$ cat src/lvcs_cfg.svh
// Constants for the LED voltage capture and soft-reset block.
// Assumes a 9-bit register data path addressed by 5-bit register index.
`ifndef LVCS_CFG_SVH
`define LVCS_CFG_SVH
`define LVCS_ADDR_W        5
`define LVCS_DATA_W        9
`define LVCS_ADC_W         8
`define LVCS_OFS_CH1_LATEST 5'h0A
`define LVCS_OFS_CH1_BOFF   5'h0B
`define LVCS_OFS_CH1_BON    5'h0C
`define LVCS_OFS_CH2_LATEST 5'h0D
`define LVCS_OFS_CH2_BOFF   5'h0E
`define LVCS_OFS_CH2_BON    5'h0F
`define LVCS_OFS_SOFT_RST   5'h10
`define LVCS_RESET_KEY      9'h0C3
`define LVCS_DIM_BIT        8
`define LVCS_REG_RESET      9'h000
`define LVCS_ADC_RESET      8'h00
`define LVCS_CH_N           2
`define LVCS_REGS_PER_CH    3
`define LVCS_SLOT_LATEST    5'h00
`define LVCS_SLOT_BOFF      5'h01
`define LVCS_SLOT_BON       5'h02
`endif

$ cat src/lvcs_pkg.sv
// Types shared by the LED voltage capture block.
// Assumes lvcs_cfg.svh is on the include path.
`include "lvcs_cfg.svh"
`default_nettype none
package lvcs_pkg;
	typedef struct packed
	{
		logic                    dim;
		logic [`LVCS_ADC_W-1:0]  latest;
		logic [`LVCS_ADC_W-1:0]  before_off;
		logic [`LVCS_ADC_W-1:0]  before_on;
	} lvcs_chan_t;

	typedef struct packed
	{
		logic                    wr;
		logic                    rd;
		logic [`LVCS_ADDR_W-1:0] addr;
		logic [`LVCS_DATA_W-1:0] wdata;
	} lvcs_req_t;

	typedef enum logic
	{
		LVCS_DIM_LOW,
		LVCS_DIM_HIGH
	} lvcs_dim_t;
endpackage
`default_nettype wire

$ cat src/lvcs_chan.sv
// One channel of LED voltage capture: latest sample, and samples held
// at dimming edges. Assumes dim_i is already synchronised to clk_i.
`timescale 1ns/1ns
`default_nettype none
`include "lvcs_cfg.svh"
module lvcs_chan
	import lvcs_pkg::*;
(
	input  wire logic                   clk_i,
	input  wire logic                   sys_rst_i,
	input  wire logic                   dim_i,
	input  wire logic                   conv_start_i,
	input  wire logic                   conv_done_i,
	input  wire logic [`LVCS_ADC_W-1:0] conv_data_i,
	output var  lvcs_chan_t             chan_o
);
	typedef struct packed
	{
		lvcs_chan_t chan;
		logic       dim_prev;
		logic       dim_at_start;
		logic [`LVCS_ADC_W-1:0] last_high;
		logic [`LVCS_ADC_W-1:0] last_low;
	} lvcs_cst_t;

	lvcs_cst_t st_r;
	lvcs_cst_t st_nxt;

	always_comb
	begin
		st_nxt = st_r;
		st_nxt.dim_prev = dim_i;
		if (conv_start_i)
			st_nxt.dim_at_start = dim_i;
		if (conv_done_i)
		begin
			st_nxt.chan.latest = conv_data_i;
			st_nxt.chan.dim = conv_start_i ? dim_i : st_r.dim_at_start;
			if (dim_i)
				st_nxt.last_high = conv_data_i;
			else
				st_nxt.last_low = conv_data_i;
		end
		if (st_r.dim_prev && !dim_i)
			st_nxt.chan.before_off = st_r.last_high;
		if (!st_r.dim_prev && dim_i)
			st_nxt.chan.before_on = st_r.last_low;
	end

	always_ff @(posedge clk_i)
	begin
		if (sys_rst_i)
		begin
			st_r <= '0;
		end
		else
		begin
			st_r <= st_nxt;
		end
	end

	assign chan_o = st_r.chan;
endmodule
`default_nettype wire

$ cat src/lvcs_top.sv
// Register access to dual-channel LED voltage captures and soft reset.
// Assumes an external serial front end supplies rd/wr strobes in clk_i.
`timescale 1ns/1ns
`default_nettype none
`include "lvcs_cfg.svh"
module lvcs_top
	import lvcs_pkg::*;
#(
	parameter int unsigned CH_N   = `LVCS_CH_N,
	parameter int unsigned ADC_W  = `LVCS_ADC_W,
	parameter int unsigned DATA_W = `LVCS_DATA_W
)
(
	input  wire logic                    clk_i,
	input  wire logic                    sys_rst_i,
	input  wire logic                    dim_input_ch1_i,
	input  wire logic                    dim_input_ch2_i,
	input  wire logic [1:0]              conv_start_i,
	input  wire logic [1:0]              conv_done_i,
	input  wire logic [`LVCS_ADC_W-1:0]  conv_data_i,
	input  wire lvcs_req_t               req_i,
	output logic [`LVCS_DATA_W-1:0]      rdata_o,
	output logic                         rvalid_o,
	output logic                         soft_reset_o
);
	typedef struct packed
	{
		logic [1:0]              sync1;
		logic [1:0]              sync2;
		logic [`LVCS_DATA_W-1:0] rdata;
		logic                    rvalid;
		logic                    soft_rst;
	} lvcs_tst_t;

	lvcs_tst_t  st_r;
	lvcs_tst_t  st_nxt;
	lvcs_chan_t chan [CH_N];
	logic [1:0] dim_pins;

	assign dim_pins = {dim_input_ch2_i, dim_input_ch1_i};

	// Ports and package types fix two channels of 8-bit samples
	generate
		if (CH_N != `LVCS_CH_N)
		begin : g_bad_ch_n
			$error("lvcs_top: CH_N must be 2");
		end

		if (ADC_W != `LVCS_ADC_W)
		begin : g_bad_adc_w
			$error("lvcs_top: ADC_W must be 8");
		end

		if (DATA_W != ADC_W + 1)
		begin : g_bad_data_w
			$error("lvcs_top: DATA_W must be ADC_W plus one");
		end

		if (`LVCS_DIM_BIT != ADC_W)
		begin : g_bad_dim_bit
			$error("lvcs_top: dimming flag must sit above the sample");
		end

		// Capture decode relies on one contiguous window
		if (`LVCS_OFS_CH2_BON - `LVCS_OFS_CH1_LATEST + 1 != CH_N * `LVCS_REGS_PER_CH)
		begin : g_bad_window
			$error("lvcs_top: capture registers must be contiguous");
		end

		// Soft reset must lie outside the capture window
		if (`LVCS_OFS_SOFT_RST <= `LVCS_OFS_CH2_BON)
		begin : g_bad_soft_rst
			$error("lvcs_top: soft reset register overlaps the captures");
		end
	endgenerate

	function automatic logic [`LVCS_DATA_W-1:0] pack_latest(input lvcs_chan_t c);
		pack_latest = {c.dim, c.latest};
	endfunction

	function automatic logic [`LVCS_DATA_W-1:0] pad_adc(input logic [`LVCS_ADC_W-1:0] v);
		pad_adc = {1'h0, v};
	endfunction

	function automatic logic is_capture_addr(input logic [`LVCS_ADDR_W-1:0] a);
		is_capture_addr = (a >= `LVCS_OFS_CH1_LATEST) && (a <= `LVCS_OFS_CH2_BON);
	endfunction

	function automatic logic is_soft_rst_addr(input logic [`LVCS_ADDR_W-1:0] a);
		is_soft_rst_addr = (a == `LVCS_OFS_SOFT_RST);
	endfunction

	function automatic logic is_key_write(input lvcs_req_t r);
		is_key_write = r.wr && is_soft_rst_addr(r.addr) && (r.wdata == `LVCS_RESET_KEY);
	endfunction

	// Slot 0 latest sample, 1 before falling edge, 2 before rising edge
	function automatic logic [`LVCS_DATA_W-1:0] chan_read
	(
		input lvcs_chan_t              c,
		input logic [`LVCS_ADDR_W-1:0] slot
	);
		case (slot)
			`LVCS_SLOT_LATEST: chan_read = pack_latest(c);
			`LVCS_SLOT_BOFF:   chan_read = pad_adc(c.before_off);
			`LVCS_SLOT_BON:    chan_read = pad_adc(c.before_on);
			default:           chan_read = `LVCS_REG_RESET;
		endcase
	endfunction

	function automatic logic [`LVCS_DATA_W-1:0] read_select
	(
		input logic [`LVCS_ADDR_W-1:0] a,
		input lvcs_chan_t              c0,
		input lvcs_chan_t              c1
	);
		read_select = `LVCS_REG_RESET;
		if (is_capture_addr(a))
		begin
			if (a < `LVCS_OFS_CH2_LATEST)
			begin
				read_select = chan_read(c0, a - `LVCS_OFS_CH1_LATEST);
			end
			else
			begin
				read_select = chan_read(c1, a - `LVCS_OFS_CH2_LATEST);
			end
		end
		else if (is_soft_rst_addr(a))
		begin
			read_select = `LVCS_REG_RESET;
		end
	endfunction

	genvar g;
	generate
		for (g = 0; g < CH_N; g++)
		begin : g_chan
			lvcs_chan u_chan
			(
				.clk_i        (clk_i),
				.sys_rst_i    (sys_rst_i),
				.dim_i        (st_r.sync2[g]),
				.conv_start_i (conv_start_i[g]),
				.conv_done_i  (conv_done_i[g]),
				.conv_data_i  (conv_data_i),
				.chan_o       (chan[g])
			);
		end
	endgenerate

	always_comb
	begin
		st_nxt = st_r;
		// Two flops sit between each dimming pin and the capture logic
		st_nxt.sync1 = dim_pins;
		st_nxt.sync2 = st_r.sync1;
		st_nxt.rvalid = req_i.rd;
		st_nxt.soft_rst = 1'h0;
		if (req_i.rd)
		begin
			st_nxt.rdata = read_select(req_i.addr, chan[0], chan[1]);
		end
		else
		begin
			// Read data holds until the next read
			st_nxt.rdata = st_r.rdata;
		end
		if (req_i.wr)
		begin
			if (is_key_write(req_i))
			begin
				st_nxt.soft_rst = 1'h1;
			end
			else
			begin
				st_nxt.soft_rst = 1'h0;
			end
		end
	end

	// Synchronous reset clears every flop, outputs included
	always_ff @(posedge clk_i)
	begin
		if (sys_rst_i)
		begin
			st_r <= '0;
		end
		else
		begin
			st_r <= st_nxt;
		end
	end

	// Outputs come straight from the registered state
	assign rdata_o      = st_r.rdata;
	assign rvalid_o     = st_r.rvalid;
	assign soft_reset_o = st_r.soft_rst;
endmodule
`default_nettype wire

$ cat config.mk
export PLATFORM = sky130hd
export DESIGN_NAME = lvcs_top
export DESIGN_NICKNAME = d
export VERILOG_FILES = /design/src/lvcs_pkg.sv /design/src/lvcs_chan.sv /design/src/lvcs_top.sv
export VERILOG_INCLUDE_DIRS = /design/src
export SDC_FILE = /design/constraint.sdc
export NUM_CORES = 1
export LEC_CHECK = 0
export BUFFER_PORTS_ARGS = -buffer_cell sky130_fd_sc_hd__buf_2
export CAP_MARGIN = 20
export CORE_MARGIN = 2
export CORE_UTILIZATION = 30
export CTS_BUF_LIST = sky130_fd_sc_hd__clkbuf_4 sky130_fd_sc_hd__clkbuf_8 sky130_fd_sc_hd__clkbuf_16
export DETAILED_ROUTE_END_ITERATION = 10
export PLACE_DENSITY_LB_ADDON = 0.08
export SYNTH_ARGS = -nofsm -noshare
export SYNTH_HDL_FRONTEND = slang
export SYNTH_SLANG_ARGS = --single-unit
$ cat constraint.sdc
create_clock -name clk_i -period 2.4 [get_ports clk_i]
set_input_delay 0.48 -clock clk_i [delete_from_list [all_inputs] [get_ports clk_i]]
set_output_delay 0.48 -clock clk_i [all_outputs]
set_load 0.01 [all_outputs]
# Word-level counts from Yosys, hierarchy flattened
# Cells that the tools add are included.
# Widths: inputs -> output; s select.
# word_totals
ff_bits	101
inputBits	32
output_inout_bits	11
# classes
n_addsub	2
order_cmp	3
eq_ne	6
n_mux	7
bitwise	3
reduce_logical	18
# op_table
operator	count
$pmux 9 s3	2
$mux 9	2
$eq 5x1->1 const B	2
$eq 5x2->1 const B	2
$logic_not 5->1	2
$sub 5x4->5 const B	2
$eq 9x8->1 const B	1
$reduce_and 2->1	4
$logic_and 1x1->1	7
$eq 5x5->1 const B	1
$ge 5x4->1 const B	1
$le 5x4->1 const B	1
$lt 5x4->1 const B	1
$logic_not 1->1	4
$mux 1	3
$not 1->1	3
$reduce_or 2->1	1

# Depth between registers and ports, before layout
# logic_depth
ltp_word	5
depth_mapped	9
mapped_depth_nobuf	7

# Cells and area by module
# Synthesis repeated with hierarchy kept, for this count alone.
# unflattened
hier_cells	491
area_unflattened_um2	4677.0
# modules_own_cells
mod	n_inst	cells_per_inst	area_each_um2	seq_area_each_um2
lvcs_chan	2	176	1717.9	860.8
lvcs_top	1	139	1241.2	300.3

# Worst setup path before layout
# No wires, ideal clock.
# synth_timing
path_kind	input-to-reg
start	in req_i[10] in the netlist's numbering
end	reg st_r, in the netlist rdata_o[1]
arrival_time_ns	1.916
required_time_ns	2.283
setup_slack_ns	0.367
stages	8
n_path_buf	1
path_cell_list	buf_2 inv_2 ha_1 a21o_1 a21oi_2 a21oi_1 and2_1 a22o_1
# synth_between
elab_chain_cells	5
elab_cells_between_ends	16
# synth_lines
item	line_no	rtl
start, declared	lvcs_top.sv:21	input wire lvcs_req_t req_i,
$sub 5x4->5 (no line)	n/a	
$eq 5x2->1 (tied with other cells)	lvcs_top.sv:103	case (slot)
$pmux 9 s3	lvcs_top.sv:103	
$mux 9	lvcs_top.sv:120	if (a < `LVCS_OFS_CH2_LATEST)
$mux 9 (*)	lvcs_top.sv:118	if (is_capture_addr(a))
end signal, assigned	lvcs_top.sv:191	st_r <= st_nxt;
end, declared	lvcs_top.sv:35	lvcs_tst_t st_r;
# Every way passes the cells marked *; elsewhere a longest branch is shown, timed or not.
# A chain may end at the register's enable or synchronous reset.

# Worst setup path in the final report
# layout_timing
start	in req_i[10] in the netlist's numbering
end	reg st_r, in the netlist rdata_o[4]
# The elaborated chain is that of the path after synthesis.

==> reports/summary.txt <==
status -> completed
Net Sw Power -> 0.000846 W
leakage -> 1.94 nW
Switching Share -> 22.9%
Synth Area in Adders -> 0.917%
CP Buf/Inv Count -> 2
Synth Flop Type -> dfxtp_1
Tcrit/Tclk final -> 75.8%
RSZ-0062 raised after global routing -> false
post-layout util -> 36.6%
commonest cells in the synthesized netlist -> dfxtp_1 (101), nor2_1 (67), mux2i_1 (66)
nets@finish -> 514
initial antenna violation count -> 0
Crit path required time -> 2630 ps
post-synthesis net count -> 474
Crit-path slowest cell -> xor2_1
Post-Layout Cell Count -> 660
total die area -> 14600 um^2
IO buf count -> 42
critical path peak fanout -> 13
routability congestion estimate -> 0.803
Die H -> 121 um
largest family of logic cells by synthesized area -> multiplexers
top cell family by delay on the critical path -> compound AO/OA/AOI/OAI gates
Synth warnings -> 0
CTS Hold Bufs -> 0
syn_area_per_cell -> 9.32 um^2
clock sinks -> 101
post-synthesis mux area share -> 18.3%
Antenna Diode Count -> 0
vias in the first global route -> 2945
Post-synth ARST share -> 0%
internal power -> 0.00285 W
Final Hold Viols -> 0
crit path time final -> 1820 ps
Core Region -> 13300 um^2
drt pass-1 iters -> 4
clock share of power -> 44.3%
clk root buf -> clkbuf_16
startpoint types -> primary input
Synth top area share -> 49.4%
Post-DP Area -> 4520 um^2
largest net degree at the start of global routing -> 49
top cells by area, synth -> dfxtp_1 (49%), mux2i_1 (16%), nor2_1 (6.1%)
leading area contributor after synthesis -> dfxtp_1
Max Cap Violations -> 0
Finished Cell Area -> 4860 um^2
vias per cell -> 4.79
standard-cell row count -> 42
H-tree depth -> 3
clock-pin slew on the worst setup and hold paths -> 70 ps
Clock Path Buffers -> 2
# resized after CTS -> 0
Initial Util -> 30.8%
# setup viols final -> 0
Final HPWL DP -> 7.35 mm
CP max stage delay -> 330 ps
# placed instances -> 644
post-DR wirelength/cell -> 16.2 um
relative slew slack -> 56.8%
PD cells -> 760 nW/um^2
I/O pin cnt -> 43
Inserted Clock Buffers -> 9
CTS tree -> yes
Post-Synthesis Cells -> 439
clk_skew -> 8.52 ps
distinct cell type count after synthesis -> 41
fmax -> 0.550 GHz
DRT iter0 DRCs -> 206
Critical Path AT -> 2050 ps
post-synthesis cell area -> 4090 um^2
Post-Route Setup TNS -> 0 ps
FF+latch count, synth -> 101
layout cells sized above 1 -> 18.4%
gr usage total -> 15.5%
Placement Setup Slack -> 234 ps
Worst-Margin Slew -> 646 ps
peak supply drop -> 0.356 mV
Max Transition Viols Final -> 0
Post-Synth XOR/XNOR Area -> 0.428%
Final WS setup -> 581 ps
Final ANT Viol Nets -> 0
Die W -> 121 um
final WL -> 10.7 mm
Setup Crit Path Kind -> in -> reg
Seq pwr share -> 47.5%
Tightest Hold Check Type -> in -> reg
Layout area overhead -> 18.9%
most numerous cell in the Yosys netlist -> dfxtp_1
DR vias -> 3160
number of synthesized flops with an enable pin -> 0
Setup Buffers After CTS -> 0
crit-path cells -> buf_2, inv_2, ha_1, a21o_1, xor2_1, nor3b_4, a221oi_1, o21ai_1
Comb pwr share -> 8.2%
worst-skew pair later-pin latency -> 350 ps
sequential share of the synthesized area -> 49.4%
simple-gate portion of the synthesized area -> 18.0%
Crit. End Element -> register
first-pass GRT wire length -> 16.9 mm
Residual DRC -> 0
compound-cell area share of the yosys netlist -> 9.72%
grt ovf -> 0
## placed cells by master, fill, tap and decap left out, types with 2 or more instances in the layout
cell,synthesis,final
dfxtp_1,101,101
nor2_1,67,67
mux2i_1,66,66
nand2_1,52,52
buf_2,6,42
a21oi_1,31,31
nand3_1,17,17
buf_4,1,16
nor2b_1,13,13
clkbuf_16,0,9
mux2_2,8,8
a221oi_1,8,8
o21ai_1,6,6
o211ai_1,5,5
a22o_1,3,3
ha_1,3,3
clkbuf_8,0,3
inv_1,2,2
nand2b_1,2,2
and2_1,2,2
nor4_1,2,2
nand4_1,2,2
a211oi_1,2,2
bufinv_16,0,2
## cell families after synthesis
family	Yosys count
AO/OA/AOI/OAI	63
XOR/XNOR	2
adder cells (fa/ha/maj)	3
buffers and inverters	32
flip-flops	101
multiplexers	74
AND/OR/NAND/NOR	164
## power by group through the flow
stage / combinational [W] / sequential, W / clock (W)
global route: 0.000338 / 0.00176 / 0.00177
finish: 0.000305 / 0.00176 / 0.00164
detailed placement: 0.000309 / 0.00179 / 0
floorplan: 0.000198 / 0.00179 / 0
CTS: 0.000310 / 0.00176 / 0.00169
global placement: 0.000303 / 0.00179 / 0
## routing by layer
metal	up-vias	wire (um)	GRT usage, %
li1	1597	-	-
met1	1489	5460	22.6
met2	64	4540	22.2
met3	10	537	4.34
met4	0	168	4.65
met5	-	0	0
## sequential cells by signal, summed over array words and instances (netlist names)
name and cells:
g_chan.u_chan.chan_o 50, g_chan.u_chan.st_r 36, rdata_o 9, rvalid_o 1
soft_reset_o 1, st_nxt 2, st_r 2
## per-stage QoR
| step | hold slack, ps | total power (W) |
|---|---|---|
| after global routing | 360 | 0.00387 |
| after CTS | 331 | 0.00376 |
| final | 343 | 0.00370 |
| after global placement | 417 | 0.00210 |
| after floorplan | 414 | 0.00198 |
| after detailed placement | 430 | 0.00210 |
## worst paths after layout
| path | from | end | slack [ps] | depth (start not counted) |
|---|---|---|---|---|
| worst max-delay path | req_i[10] | rdata_o[4] | 580 | 8 |
| worst min-delay path | dim_input_ch1_i | st_nxt[11] | 340 | 2 |
| worst max register to register | st_r[12] | g_chan[1].u_chan.st_r[2] | 930 | 4 |
| worst min register to register | st_nxt[11] | st_r[11] | 440 | 1 |
## area by class of cell
type,count,area [um^2]
tap,176,220
sequential,101,2020
clock inverter,4,76.3
timing repair buffer,58,330
multi-input combinational,306,1940
fill,1355,8430
inverter,3,11.3
clock buffer,12,267
No activity file was read; power rests on OpenSTA's default activity.
